File: src/common/arb_table_pkg.sv
package arb_table_pkg;

  // ---------------------------------------------------------------
  // register offsets (byte addresses)
  // ---------------------------------------------------------------
  localparam logic [11:0] OFS_VC_CONTROL = 12'h214; // control word
  localparam logic [11:0] OFS_VC_STATUS = 12'h218; // status word
  localparam logic [11:0] OFS_TABLE_WORD0 = 12'h220; // phase slots 0..7

  // ---------------------------------------------------------------
  // field positions
  // ---------------------------------------------------------------
  localparam int BIT_COHERENCY = 16; // table_coherency_flag in status
  localparam int BIT_FC_PENDING = 17; // fc_init_pending in status
  localparam int BIT_LOAD_REQ = 16; // table_load_request in control
  localparam int SEL_LSB = 17; // arbitration select low bit
  localparam int SEL_W = 3; // arbitration select width

  // ---------------------------------------------------------------
  // values after reset
  // ---------------------------------------------------------------
  localparam logic [31:0] RST_TABLE_WORD = 32'h0000_0000;
  localparam logic [2:0] RST_ARB_SELECT = 3'h0;
  // select codes whose scheme reads the programmable table
  localparam logic [7:0] TABLE_SCHEME_MASK = 8'hFE;

  // ---------------------------------------------------------------
  // phase slot layout and port codes
  // ---------------------------------------------------------------
  localparam int NUM_SLOTS = 8;
  localparam int SLOT_W = 4;
  localparam logic [3:0] PORT_UP0 = 4'h0; // upstream port 0
  localparam logic [3:0] PORT_2 = 4'h2;
  localparam logic [3:0] PORT_4 = 4'h4;

  // ---------------------------------------------------------------
  // ahb-lite encodings
  // ---------------------------------------------------------------
  localparam logic [1:0] HTRANS_NONSEQ = 2'h2;
  localparam logic HRESP_OKAY = 1'b0;

endpackage : arb_table_pkg

File: src/design/phase_walker.sv
`timescale 1ns/1ps

// ---------------------------------------------------------------
// arbiter side: shadow copy of the phase table and phase walker
// ---------------------------------------------------------------
module phase_walker
  import arb_table_pkg::*;
#(
  parameter int SLOTS = NUM_SLOTS,
  parameter logic [3:0] EGRESS_PORT = PORT_UP0
) (
  // clock and reset
  input wire logic sys_clk,
  input wire logic rstn,
  // load control
  input wire logic load_start,
  input wire logic [SLOTS*SLOT_W-1:0] table_word,
  output logic load_busy,
  output logic load_done,
  // grant
  output logic grant_valid,
  output logic [SLOT_W-1:0] grant_port,
  output logic [2:0] grant_phase
);

  logic [SLOT_W-1:0] shadow [SLOTS]; // slots latched by the arbiter
  logic [2:0] load_idx; // slot being copied
  logic [2:0] ptr; // phase to look at next
  logic [SLOTS-1:0] slot_ok; // slot names a legal target
  logic found; // some legal phase exists
  logic [2:0] pick; // first legal phase at or after ptr

  // legal codes: 0, 2, 4, never the egress port itself
  generate
    for (genvar i = 0; i < SLOTS; i++) begin : g_ok
      assign slot_ok[i] = (shadow[i] == PORT_UP0 || shadow[i] == PORT_2 || shadow[i] == PORT_4)
                          && shadow[i] != EGRESS_PORT;
    end
  endgenerate

  // scan ahead so a bad slot costs no cycle
  always_comb begin
    logic [2:0] idx;
    idx = 3'h0;
    found = 1'b0;
    pick = ptr;
    for (int k = SLOTS - 1; k >= 0; k--) begin
      idx = ptr + 3'(k);
      if (slot_ok[idx]) begin
        found = 1'b1;
        pick = idx;
      end
    end
  end

  // copy one slot per cycle; walking pauses meanwhile
  always_ff @(posedge sys_clk or negedge rstn) begin
    if (!rstn) begin
      load_busy <= 1'b0;
      load_done <= 1'b0;
      load_idx <= 3'h0;
      for (int i = 0; i < SLOTS; i++) begin
        shadow[i] <= '0;
      end
    end else begin
      load_done <= 1'b0;
      if (load_busy) begin
        shadow[load_idx] <= table_word[load_idx*SLOT_W +: SLOT_W];
        load_idx <= load_idx + 3'h1;
        if (load_idx == 3'(SLOTS - 1)) begin
          load_busy <= 1'b0;
          load_done <= 1'b1;
        end
      end else if (load_start) begin
        load_busy <= 1'b1;
        load_idx <= 3'h0;
      end
    end
  end

  // one granted phase per cycle
  always_ff @(posedge sys_clk or negedge rstn) begin
    if (!rstn) begin
      ptr <= 3'h0;
      grant_valid <= 1'b0;
      grant_port <= '0;
      grant_phase <= 3'h0;
    end else begin
      grant_valid <= found && !load_busy;
      if (found && !load_busy) begin
        grant_port <= shadow[pick];
        grant_phase <= pick;
        ptr <= pick + 3'h1;
      end
    end
  end

  chk_grant_legal_code: assert property (@(posedge sys_clk) disable iff (!rstn)
    grant_valid |-> (grant_port == PORT_UP0 || grant_port == PORT_2 || grant_port == PORT_4))
    else $error("grant names a reserved port code");

  chk_skip_no_delay: assert property (@(posedge sys_clk) disable iff (!rstn)
    (!load_busy && found) |=> (grant_valid && grant_phase == $past(pick)))
    else $error("legal phase not granted in the next cycle");

endmodule : phase_walker

File: src/design/arb_table_status.sv
// The AHB-Lite interface to the registers was left to the implementer.
`timescale 1ns/1ps

// Notes on behaviour
// - any table write sets the coherency flag
// - flag shown only when scheme uses table
// - downstream instance always reads flag as zero
// - bit 17 mirrors flow-control init pending
// - eight 4-bit phase slots, reset to zero
// - invalid slot skipped without any delay
// - codes 0, 2, 4 legal; rest reserved; the walker also skips the egress port's own code (code 0 by default)
// - load request reads zero; one triggers load
// - load request acts only in upstream instance

module arb_table_status
  import arb_table_pkg::*;
#(
  parameter logic [3:0] EGRESS_PORT = PORT_UP0
) (
  // clock and reset
  input wire logic sys_clk,
  input wire logic rstn,
  // ahb-lite slave
  input wire logic hsel,
  input wire logic [11:0] haddr,
  input wire logic [1:0] htrans,
  input wire logic hwrite,
  input wire logic [2:0] hsize,
  input wire logic [31:0] hwdata,
  input wire logic hready,
  output logic hreadyout,
  output logic hresp,
  output logic [31:0] hrdata,
  // switch context
  input wire logic is_upstream,
  input wire logic fc_init_pending,
  // arbiter grant
  output logic grant_valid,
  output logic [3:0] grant_port,
  output logic [2:0] grant_phase
);

  // ---------------------------------------------------------------
  // state
  // ---------------------------------------------------------------
  logic [31:0] arbitration_phase_table_word0; // eight phase slots
  logic [2:0] arb_select; // arbitration scheme select
  logic coherency; // raw table_coherency_flag
  logic dp_write; // data phase of a write pending
  logic [11:0] dp_addr; // address of that write
  logic addr_take; // address phase accepted
  logic wr_table; // table word written this cycle
  logic wr_ctl; // control word written this cycle
  logic load_start; // launch of a table load
  logic load_busy; // arbiter still copying
  logic load_done; // copy finished, one cycle
  logic uses_table; // selected scheme reads the table
  logic [31:0] status_view; // status word as software sees it
  logic [31:0] ctl_view; // control word as software sees it
  logic [31:0] next_rdata; // read mux output

  // ---------------------------------------------------------------
  // bus front end
  // ---------------------------------------------------------------

  // no wait states ever, so the slave never stretches a transfer
  assign hreadyout = 1'b1;
  assign hresp = HRESP_OKAY;
  assign addr_take = hsel && hready && htrans == HTRANS_NONSEQ;

  // only word transfers are used; hsize is accepted and not checked
  always_ff @(posedge sys_clk or negedge rstn) begin
    if (!rstn) begin
      dp_write <= 1'b0;
      dp_addr <= 12'h000;
    end else if (hready) begin
      dp_write <= addr_take && hwrite;
      dp_addr <= haddr;
    end
  end

  // writes land in the data phase, when hwdata stands
  assign wr_table = dp_write && dp_addr == OFS_TABLE_WORD0;
  assign wr_ctl = dp_write && dp_addr == OFS_VC_CONTROL;

  // ---------------------------------------------------------------
  // registers
  // ---------------------------------------------------------------

  // phase slots
  always_ff @(posedge sys_clk or negedge rstn) begin
    if (!rstn) begin
      arbitration_phase_table_word0 <= RST_TABLE_WORD;
    end else if (wr_table) begin
      arbitration_phase_table_word0 <= hwdata;
    end
  end

  // scheme select; the load bit itself is not stored
  always_ff @(posedge sys_clk or negedge rstn) begin
    if (!rstn) begin
      arb_select <= RST_ARB_SELECT;
    end else if (wr_ctl) begin
      arb_select <= hwdata[SEL_LSB +: SEL_W];
    end
  end

  // writing one starts a load, zero does nothing; downstream ignores it
  assign load_start = wr_ctl && hwdata[BIT_LOAD_REQ] && is_upstream;

  // set wins over the clearing done pulse, so a late write stays flagged
  always_ff @(posedge sys_clk or negedge rstn) begin
    if (!rstn) begin
      coherency <= 1'b0;
    end else if (wr_table) begin
      coherency <= 1'b1;
    end else if (load_done) begin
      coherency <= 1'b0;
    end
  end

  // ---------------------------------------------------------------
  // read side
  // ---------------------------------------------------------------
  assign uses_table = TABLE_SCHEME_MASK[arb_select];

  // reserved bits are constant zero, writes to status go nowhere
  // a read taken in a write's data phase already sees the flag that write sets
  always_comb begin
    status_view = 32'h0000_0000;
    status_view[BIT_COHERENCY] = (coherency || wr_table) && uses_table && is_upstream;
    status_view[BIT_FC_PENDING] = fc_init_pending;
  end

  // load request bit is never stored, so it always reads zero
  always_comb begin
    ctl_view = 32'h0000_0000;
    ctl_view[SEL_LSB +: SEL_W] = wr_ctl ? hwdata[SEL_LSB +: SEL_W] : arb_select;
  end

  // unmapped addresses read zero; a pipelined read forwards the write in flight
  always_comb begin
    unique case (haddr)
      OFS_VC_CONTROL: next_rdata = ctl_view;
      OFS_VC_STATUS: next_rdata = status_view;
      OFS_TABLE_WORD0: next_rdata = wr_table ? hwdata : arbitration_phase_table_word0;
      default: next_rdata = 32'h0000_0000;
    endcase
  end

  // sampled at the address phase, held through the data phase
  always_ff @(posedge sys_clk or negedge rstn) begin
    if (!rstn) begin
      hrdata <= 32'h0000_0000;
    end else if (addr_take && !hwrite) begin
      hrdata <= next_rdata;
    end
  end

  // ---------------------------------------------------------------
  // arbiter
  // ---------------------------------------------------------------
  phase_walker #(
    .SLOTS(NUM_SLOTS),
    .EGRESS_PORT(EGRESS_PORT)
  ) u_walker (
    .sys_clk(sys_clk),
    .rstn(rstn),
    .load_start(load_start),
    .table_word(arbitration_phase_table_word0),
    .load_busy(load_busy),
    .load_done(load_done),
    .grant_valid(grant_valid),
    .grant_port(grant_port),
    .grant_phase(grant_phase)
  );

  // ---------------------------------------------------------------
  // checks
  // ---------------------------------------------------------------
  chk_coh_set_write: assert property (@(posedge sys_clk) disable iff (!rstn)
    wr_table |=> coherency)
    else $error("table write did not set coherency");

  chk_coh_clear_load: assert property (@(posedge sys_clk) disable iff (!rstn)
    (load_done && !wr_table) |=> !coherency)
    else $error("coherency not cleared after load");

  chk_coh_hold_pending: assert property (@(posedge sys_clk) disable iff (!rstn)
    (coherency && !load_done) |=> coherency)
    else $error("coherency dropped before load finished");

  chk_coh_scheme_gate: assert property (@(posedge sys_clk) disable iff (!rstn)
    (addr_take && !hwrite && haddr == OFS_VC_STATUS && !uses_table) |=> !hrdata[BIT_COHERENCY])
    else $error("coherency shown for non-table scheme");

  chk_coh_downstream_zero: assert property (@(posedge sys_clk) disable iff (!rstn)
    (addr_take && !hwrite && haddr == OFS_VC_STATUS && !is_upstream) |=> !hrdata[BIT_COHERENCY])
    else $error("downstream coherency not zero");

  chk_fc_pending_bit: assert property (@(posedge sys_clk) disable iff (!rstn)
    (addr_take && !hwrite && haddr == OFS_VC_STATUS) |=> hrdata[BIT_FC_PENDING] == $past(fc_init_pending))
    else $error("fc pending bit wrong on read");

  chk_table_write_data: assert property (@(posedge sys_clk) disable iff (!rstn)
    wr_table |=> arbitration_phase_table_word0 == $past(hwdata))
    else $error("table word not updated");

  chk_load_reads_zero: assert property (@(posedge sys_clk) disable iff (!rstn)
    (addr_take && !hwrite && haddr == OFS_VC_CONTROL) |=> !hrdata[BIT_LOAD_REQ])
    else $error("load request read back nonzero");

  chk_load_upstream_only: assert property (@(posedge sys_clk) disable iff (!rstn)
    (wr_ctl && hwdata[BIT_LOAD_REQ] && !is_upstream && !load_busy) |=> !load_busy)
    else $error("downstream load request took effect");

  chk_load_upstream_go: assert property (@(posedge sys_clk) disable iff (!rstn)
    (load_start && !load_busy) |=> load_busy ##8 load_done)
    else $error("load did not run eight cycles");

  chk_status_reserved: assert property (@(posedge sys_clk) disable iff (!rstn)
    (addr_take && !hwrite && haddr == OFS_VC_STATUS) |=> (hrdata[15:0] == 16'h0000 && hrdata[31:18] == 14'h0000))
    else $error("status reserved bits nonzero");

endmodule : arb_table_status

File: config.mk
export PLATFORM = sky130hd
export DESIGN_NAME = arb_table_status
export DESIGN_NICKNAME = d
export VERILOG_FILES = /design/src/common/arb_table_pkg.sv /design/src/design/phase_walker.sv /design/src/design/arb_table_status.sv
export SDC_FILE = /design/constraint.sdc
export NUM_CORES = 1
export LEC_CHECK = 0
export BUFFER_PORTS_ARGS = -buffer_cell sky130_fd_sc_hd__buf_2
export CAP_MARGIN = 15
export CORE_ASPECT_RATIO = 0.9
export CORE_MARGIN = 2
export CORE_UTILIZATION = 45
export CTS_CLUSTER_DIAMETER = 100
export CTS_CLUSTER_SIZE = 24
export DETAILED_ROUTE_END_ITERATION = 6
export PLACE_DENSITY = 0.72
export SLEW_MARGIN = 20
export SYNTH_ARGS = -nofsm -noshare
export SYNTH_HDL_FRONTEND = slang
export SYNTH_HIERARCHICAL = 1
export SYNTH_SLANG_ARGS = --single-unit
export TNS_END_PERCENT = 50
File: constraint.sdc
create_clock -name sys_clk -period 9.8 [get_ports sys_clk]
set_clock_uncertainty 0.15 [all_clocks]
set_input_delay 0.49 -clock sys_clk [delete_from_list [all_inputs] [get_ports sys_clk]]
set_output_delay 0.49 -clock sys_clk [all_outputs]
set_load 0.03 [all_outputs]
==> results of run 1 <==
==> kinds of logic after synthesis <==
| kind of cell | after synthesis | share of synthesized area |
|---|---|---|
| mux | 83 | 0.169 |
| xor+xnor | 17 | 0.0242 |
| compound gates | 136 | 0.159 |
| other cells | 2 | 0.00111 |
| flops | 129 | 0.477 |
| buf+inv | 49 | 0.0351 |
| simple gates | 160 | 0.128 |
| fa+ha+maj | 4 | 0.00739 |
==> registers in the layout, indices dropped and copies added, names as in the netlist <==
signal	flops
arb_select	3
arbitration_phase_table_word0	32
coherency	1
dp_addr	12
dp_write	1
hrdata	32
u_walker/grant_phase	3
u_walker/grant_port	4
u_walker/grant_valid	1
u_walker/load_busy	1
u_walker/load_done	1
u_walker/load_idx	3
u_walker/ptr	3
u_walker/shadow	32
==> layer usage <==
layer | vias up | GRT usage | wire [um]
met5 | - | 0 | 0
met2 | 147 | 0.331 | 7950
met3 | 11 | 0.0608 | 863
met1 | 2572 | 0.278 | 7270
met4 | 0 | 0.0552 | 108
li1 | 2359 | - | -
==> final timing paths <==
kind | from | end | slack (ns) | cells after the start
max in group asynchronous | rstn | hrdata[29] | 7.86 | 3
worst min-delay path | hwdata[9] | arbitration_phase_table_word0[9] | 0.17 | 2
worst max register to register | u_walker/ptr[0] | u_walker/grant_port[2] | 5.15 | 12
worst max-delay path | u_walker/ptr[0] | u_walker/grant_port[2] | 5.15 | 12
min in group asynchronous | rstn | arb_select[1] | 0.44 | 2
worst min register to register | u_walker/load_done | coherency | 0.28 | 1
==> per-stage QoR <==
stage	instances	area [sq um]	util
after floorplan	580	6770	-
after global placement	841	7340	0.499
after detailed placement	841	7340	0.499
after CTS	874	7930	0.539
after global routing	874	7930	0.539
final	874	7930	0.539
==> cell type report <==
cell class	instances	area, sq um
Fill cell	1274	6780
Inverter	17	63.8
Sequential cell	129	3230
Timing Repair Buffer	96	499
Tap cell	198	248
Clock buffer	19	443
Multi-Input combinational cell	402	3310
Clock inverter	13	138
==> worst reg2reg max path: stages, from the launching register on <==
cell	delay, ns
dfrtp_1	0.90
inv_2	0.27
ha_1	0.61
clkinv_1	0.33
nand2_1	0.19
o22ai_1	0.12
a2111oi_0	0.41
o221ai_1	0.19
nand2_1	0.16
and2_1	0.47
mux2_1	0.38
o211ai_1	0.20
o221ai_2	0.13
==> layout by cell type, fill, tap and decap left out, types with 4 or more instances in the layout <==
cell type / Yosys / final
dfrtp_1: 129 / 129
buf_2: 6 / 91
nand2_1: 55 / 55
nor2_1: 37 / 37
a32o_1: 32 / 32
mux2_2: 27 / 27
mux2_4: 24 / 24
a21oi_1: 22 / 22
o21ai_0: 22 / 22
mux2i_1: 18 / 18
clkbuf_16: 0 / 17
inv_1: 15 / 15
nor3_1: 11 / 11
mux4_2: 10 / 10
o211ai_1: 9 / 9
xor2_1: 9 / 9
xnor2_1: 6 / 6
nor4b_1: 5 / 5
nand3_1: 5 / 5
nor3b_1: 4 / 4
nand4_1: 4 / 4
o22ai_1: 4 / 4
clkinv_2: 0 / 4
a32oi_1: 4 / 4
o21ai_1: 4 / 4
nor2b_1: 4 / 4
nand2b_1: 4 / 4
ha_1: 4 / 4
==> where the power goes <==
part	switching [uW]	internal (uW)	total [uW]	leakage, uW
Combinational	339	251	590	0.00170
Clock	235	381	615	0.000279
Sequential	58.8	567	625	0.00166
Total	633	1200	1830	0.00364
==> repair_timing <==
action                                 4_1_cts  5_1_grt
setup buffers                                0        0
endpoints found under the hold margin       40        0
hold buffers                                 1        0
==> impl_metrics.tcl, run 1 <==
set metrics [dict create \
    arrival_ns 4.78 \
    die_h_um 120 \
    cp-end-kind "flip-flop" \
    grt_first_pass_wirelength_mm 26.4 \
    power_density_nw_per_um2 231 \
    synth.largest_area_cell "dfrtp_1" \
    drc 0 \
    path_buf_inv 2 \
    synth_cell_types 81 \
    p_leak_uw 0.00364 \
    status "completed" \
    syn-num-nets 640 \
    gp_congestion 0.890 \
    vias 5089 \
    first_global_vias 5063 \
    crit_fanout 22 \
    cts.clk_slew.worst_paths_ns 0.06 \
    cts_root_buf "clkbuf_16" \
    postRouteAntennaNets 0 \
    yosys.area.top_type_share 0.477 \
    slew_headroom 0.426 \
    drive_above_1_share 0.314 \
    worstPathCellList "inv_2 -> ha_1 -> clkinv_1 -> nand2_1 -> o22ai_1 -> a2111oi_0 -> o221ai_1 -> nand2_1 -> and2_1 -> mux2_1 -> o211ai_1 -> o221ai_2" \
    final.setup.worst_slack_ns 5.15 \
    ys_seq_elements 129 \
    worstSkewPairLatency_ns 0.41 \
    cts_tree "yes" \
    required_ns 9.93 \
    worstSetupStartpointType "flip-flop" \
    setup_tns_ns 0 \
    netlist_area_sq_um 6770 \
    grt_usage 0.207 \
    total_power_uw 1830 \
    fp-row-count 42 \
    synth_area_leaders "dfrtp_1, mux2_4, a32o_1, mux2_2, mux4_2" \
    grt.overflow.total 0 \
    wl_per_cell_um 18.5 \
    yosysWarnings 6 \
    hold_path_class "input pin to flip-flop" \
    dieWidth_um 133 \
    crit_family "compound AO/OA/AOI/OAI gates" \
    crit_slowest_cell "dfrtp_1" \
    start_util 0.460 \
    cts_resized 0 \
    nNetsFinal 723 \
    core_area_sq_um 14700 \
    irDropWorstVdd_v 0.000130 \
    clock_sinks 129 \
    antenna_found_initial 0 \
    hpwl_mm 11.2 \
    wl_mm 16.2 \
    fin_crit_sh 0.474 \
    dp_slack_ns 5.23 \
    max_freq_ghz 0.215 \
    grt_max_degree 90 \
    crit_path_max_incr_delay_ns 0.90 \
    yosys.cell_count.top_type "dfrtp_1" \
    syn_inst 580 \
    firstDrtPassIters 7 \
    fin_hold_ws_ns 0.170 \
    cts_inserted_buffers 17 \
    ioPinCount 98 \
    hold_viol 0 \
    maxCapViolCount 0 \
    ys_seq_area_frac 0.477 \
    die_area_sq_um 16000 \
    ys_top_cells_by_count "dfrtp_1, nand2_1, nor2_1, a32o_1, mux2_2" \
    drt_iter0_drc 422 \
    synthArstFlopShare 1.00 \
    h-tree-depth 4 \
    n_antenna_cell 0 \
    rsz0062_at_grt "no" \
    clk_path_buf_depth 2 \
    port_buffers 92 \
    period_minus_slack_ns 4.65 \
    synth_area_per_cell_sq_um 11.7 \
    path_class "flip-flop to flip-flop" \
    vias_per_cell 5.82 \
    area_growth_pct 17.2 \
    crit_path_frequent_cell "nand2_1" \
    synth_top_flop_cell "dfrtp_1" \
    synth_edf_count 0 \
    worstMarginPinSlew_ns 0.862 \
    slew_viol_final 0 \
    setup_violations 0 \
]
Power figures use the tool's default switching activity.
==> run 2: changes to the inputs <==
- PLACE_DENSITY: 0.72 -> 0.75
- clock period: 9.8 -> 3.8 ns (I/O delays scaled with it)
==> run 2 against run 1 <==
  * Combinational power increased to 2.9 times the previous value
  * Sequential power grew 150%
  * Critical path type unchanged
  * Worst hold slack worse by 0.12 ns
  * Global-route usage up 0.86 points
==> impl_metrics.tcl, run 2 (synthesized netlist as in run 1, its figures left out) <==
set metrics [dict create \
    status "completed" \
    grt_max_degree 71 \
    wl_mm 16.9 \
    hpwl_mm 11.3 \
    clk_path_buf_depth 2 \
    period_minus_slack_ns 3.62 \
    rsz0062_at_grt "no" \
    postRouteAntennaNets 0 \
    cts_root_buf "clkbuf_16" \
    p_comb_frac 0.341 \
    die_area_sq_um 16000 \
    worstSetupStartpointType "flip-flop" \
    irDropWorstVdd_v 0.000362 \
    p_leak_uw 0.00390 \
    min_path_cells 5 \
    area_growth_pct 25.7 \
    gp_congestion 0.904 \
    required_ns 3.94 \
    layout_common_cells "dfrtp_1, buf_2, nand2_1, dlygate4sd3_1, nor2_1" \
    grt_first_pass_wirelength_mm 27.4 \
    worstSkewPairLatency_ns 0.42 \
    p_sw_frac 0.330 \
    cts.clk_slew.worst_paths_ns 0.06 \
    max_freq_ghz 0.276 \
    n_antenna_cell 0 \
    power_frac_seq 0.313 \
    start_util 0.460 \
    grt_usage 0.216 \
    slew_viol_final 0 \
    setup_violations 0 \
    worstMarginPinSlew_ns 0.882 \
    path_class "flip-flop to flip-flop" \
    ioPinCount 98 \
    cts_inserted_buffers 17 \
    firstDrtPassIters 6 \
    setup_tns_ns 0 \
    reg2reg_depth 11 \
    power_density_nw_per_um2 583 \
    cp-end-kind "flip-flop" \
    core_area_sq_um 14700 \
    die_h_um 120 \
    cts_tree "yes" \
    arrival_ns 3.76 \
    port_buffers 92 \
    fp-row-count 42 \
    fin_crit_sh 0.952 \
    vias 5376 \
    wl_per_cell_um 18.3 \
    maxCapViolCount 0 \
    dieWidth_um 133 \
    drc 0 \
    hold_path_class "input pin to flip-flop" \
    nNetsFinal 777 \
    drive_above_1_share 0.302 \
    vias_per_cell 5.81 \
    largestRegisters "arbitration_phase_table_word0 (32), hrdata (32), u_walker/shadow (32)" \
    antenna_found_initial 0 \
    final.setup.worst_slack_ns 0.182 \
    crit_fanout 19 \
    intPower_uw 3320 \
    cts_setup_buffers 0 \
    crit_start "u_walker/ptr[0]" \
    h-tree-depth 4 \
    grt.overflow.total 0 \
    r2r_start "u_walker/ptr[0]" \
    dp_slack_ns 0.258 \
    hold_viol 0 \
    clock_sinks 129 \
    slew_headroom 0.410 \
    worstHoldStart "is_upstream" \
    fin_hold_ws_ns 0.0455 \
    first_global_vias 5522 \
    clockPowerShare 0.346 \
    drt_iter0_drc 343 \
    final_common_cell "dfrtp_1" \
    p_sw_uw 1640 \
]
==> run 2: cell type report <==
| class | instances | area [sq um] |
|---|---|---|
| Tap cell | 198 | 248 |
| Clock inverter | 10 | 159 |
| Inverter | 17 | 63.8 |
| Timing Repair Buffer | 150 | 1020 |
| Multi-Input combinational cell | 402 | 3330 |
| Fill cell | 1173 | 6200 |
| Sequential cell | 129 | 3230 |
| Clock buffer | 20 | 467 |
==> run 2: critical path: stages (launching register included) <==
cell and delay, ns:
dfrtp_1 0.46, buf_4 0.28, ha_1 0.27, xor2_1 0.53, mux2i_1 0.21, mux2i_1 0.37, a22oi_1 0.13, o2111a_1 0.29
nor4_4 0.40, nor2b_1 0.12, o211ai_1 0.12, o221ai_2 0.12
==> run 2: power groups by stage <==
stage / Sequential (uW) / Clock, uW / Combinational [uW]
global route: 1560 / 1790 / 1850
CTS: 1550 / 1730 / 1680
finish: 1550 / 1720 / 1690
global placement: 1570 / 0 / 1570
detailed placement: 1580 / 0 / 1630
floorplan: 1580 / 0 / 1260
==> run 2: metrics by stage <==
| stage | utilization | total power [uW] | instances | instance area, sq um |
|---|---|---|---|---|
| 3_3_place_gp | 0.502 | 3140 | 848 | 7390 |
| 6_report | 0.578 | 4960 | 926 | 8510 |
| 5_1_grt | 0.578 | 5200 | 926 | 8510 |
| 3_5_place_dp | 0.502 | 3210 | 848 | 7390 |
| 4_1_cts | 0.577 | 4960 | 926 | 8500 |
| 2_1_floorplan | - | 2840 | 580 | 6770 |
==> run 2: path summary, 6_finish.rpt <==
| path | slack [ns] | endpoint |
|---|---|---|
| min reg2reg | 0.29 | coherency |
| max in group asynchronous | 2.29 | arbitration_phase_table_word0[4] |
| max | 0.18 | u_walker/grant_port[1] |
| min in group asynchronous | 0.28 | hrdata[18] |
| max reg2reg | 0.18 | u_walker/grant_port[1] |
| min | 0.05 | u_walker/load_busy |
==> run 2: metal layers <==
layer	global-route usage	wire length, um
met1	0.272	7230
met2	0.365	8440
met3	0.0532	925
met4	0.0711	324
met5	0	0
==> run 2: timing repair <==
item,4_1_cts,5_1_grt
setup endpoints to repair,0,2
hold endpoints to repair,118,0
hold buffers,48,0
resized for setup,0,2
==> run 3: changes to the inputs <==
- CORE_UTILIZATION: 45 -> 35
- PLACE_DENSITY: 0.75 -> 0.62
==> run 3 against run 2 <==
  * Non-clock buffer count up 4
  * Register-to-register slack better by 0.20 ns
  * Via count down 2.8%
  * Core utilization down 13 points
  * Combinational power up 4%
  * Global-route usage down 3.9 points
  * Design area up 0.53%
  * Maximum frequency up 5.9%
  * Wire length up 0.80%
  * Cell count up 6.3%
  * Clock power down 11%
  * Sequential share of layout area down 0.19 points
  * Critical endpoint is now u_walker/grant_port[2]
==> impl_metrics.tcl, run 3 (synthesized netlist as in run 1, its figures left out) <==
set metrics [dict create \
    first_global_vias 5449 \
    path_buf_inv 4 \
    cp-end-kind "flip-flop" \
    wl_met1_mm 7.87 \
    hold_viol 0 \
    ioPinCount 98 \
    slew_viol_final 0 \
    fin_crit_sh 0.899 \
    start_util 0.354 \
    rsz0062_at_grt "no" \
    drt_iter0_drc 293 \
    postRouteAntennaNets 0 \
    clock_sinks 129 \
    r2r_start "u_walker/ptr[0]" \
    slew_headroom 0.372 \
    worstMarginPinSlew_ns 0.942 \
    die_h_um 136 \
    crit_path_max_incr_delay_ns 0.43 \
    worstPathCellList "buf_12 -> inv_2 -> ha_1 -> clkinv_1 -> nand2_1 -> o22ai_1 -> o32ai_1 -> a211oi_1 -> a221oi_2 -> and2_1 -> buf_4 -> mux2i_1 -> mux2_2 -> o221ai_2" \
    cts.clk_slew.worst_paths_ns 0.06 \
    fp-row-count 48 \
    grt_usage 0.177 \
    grt.overflow.total 0 \
    dr.max_layer_used "met4" \
    largestRegisters "arbitration_phase_table_word0 (32), hrdata (32), u_walker/shadow (32)" \
    nNetsFinal 781 \
    power_density_nw_per_um2 567 \
    final_common_cell "dfrtp_1" \
    cts_inserted_buffers 17 \
    worst-r2r-setup-slack_ns 0.38 \
    layout_common_cells "dfrtp_1, buf_2, nand2_1, dlygate4sd3_1, nor2_1" \
    arrival_ns 3.54 \
    required_ns 3.92 \
    core_area_sq_um 19100 \
    setup_violations 0 \
    grt_first_pass_wirelength_mm 28.3 \
    vias 5226 \
    status "completed" \
    wl_per_cell_um 17.3 \
    gp_congestion 0.889 \
    min_path_cells 5 \
    wl_mm 17.1 \
    grt_max_degree 74 \
    worstHoldStart "is_upstream" \
    seq_area_sq_um 3230 \
    wl_met2_mm 8.03 \
    hold_path_class "input pin to flip-flop" \
    hpwl_mm 12.0 \
    worstSetupStartpointType "flip-flop" \
    port_buffers 92 \
    path_class "flip-flop to flip-flop" \
    total_power_uw 4850 \
    multi_input_area_sq_um 3320 \
    firstDrtPassIters 4 \
    n_fill_cell 1768 \
    crit_family "compound AO/OA/AOI/OAI gates" \
    irDropWorstVdd_v 0.000351 \
    crit_slowest_cell "dfrtp_1" \
    setup_tns_ns 0 \
    antenna_found_initial 0 \
    p_leak_uw 0.00389 \
    crit_fanout 21 \
    period_minus_slack_ns 3.42 \
    dieWidth_um 151 \
    min_to "u_walker/load_busy" \
    cts_root_buf "clkbuf_16" \
    max_freq_ghz 0.293 \
    die_area_sq_um 20500 \
    n_antenna_cell 0 \
    drc 0 \
    drive_above_1_share 0.305 \
    cts_tree "yes" \
    dr_wl_met3_um 979 \
    h-tree-depth 4 \
    area_growth_pct 26.4 \
    maxCapViolCount 0 \
    worstSkewPairLatency_ns 0.41 \
    clk_path_buf_depth 2 \
    vias_per_cell 5.31 \
    reg2reg_depth 14 \
    regToRegEndpoint "u_walker/grant_port[2]" \
]
## run 3: worst max-delay path by stage
stage / from / end / slack, ns / cells past startpoint
5_1_grt: u_walker/ptr[0] / u_walker/grant_port[2] / 0.05 / 13
4_1_cts: u_walker/ptr[1] / u_walker/grant_port[2] / 0.25 / 13
3_5_place_dp: u_walker/ptr[1] / u_walker/grant_port[2] / 0.30 / 13
2_1_floorplan: u_walker/ptr[1] / u_walker/grant_port[1] / 0.42 / 14
6_report: u_walker/ptr[0] / u_walker/grant_port[2] / 0.38 / 14
3_3_place_gp: u_walker/ptr[1] / u_walker/grant_port[1] / 0.31 / 12
## run 3: stage by stage
step | hold slack [ns] | utilization | instances | cell area (sq um) | setup WS [ns]
2_1_floorplan | -0.256 | - | 580 | 6770 | 0.418
3_3_place_gp | 0.219 | 0.393 | 904 | 7510 | 0.312
3_5_place_dp | 0.236 | 0.393 | 904 | 7510 | 0.296
4_1_cts | 0.0162 | 0.448 | 984 | 8550 | 0.246
5_1_grt | 0.0541 | 0.448 | 984 | 8550 | 0.0494
6_report | 0.0386 | 0.448 | 984 | 8550 | 0.382
## run 3: cell type report
cell class,instances,share of cell area
Multi-Input combinational cell,402,0.388
Sequential cell,129,0.378
Timing Repair Buffer,154,0.125
Clock buffer,20,0.0522
Tap cell,250,0.0366
Clock inverter,12,0.0129
Inverter,17,0.00746
## run 3: tightest hold or removal path: stages
cell	delay (ns)
buf_2	0.11
nand2_1	0.07
nor2_1	0.07
inv_1	0.06
mux2i_1	0.05
## run 3: routing by layer
layer,vias to the layer above,GRT usage
met3,15,0.0456
met4,0,0.0498
li1,2463,-
met2,140,0.285
met5,-,0
met1,2608,0.236
## run 3: what timing repair did
action,in CTS,in global routing
buffers inserted,0,0
hold endpoints to repair,132,0
hold buffers,48,0
gates resized for setup,0,3
setup endpoints to repair,0,3
## run 3: where the power goes
group          switching, uW  total (uW)  internal [uW]
Clock                    610        1530            918
Combinational            958        1750            789
Sequential               112        1580           1460
Total                   1680        4850           3170
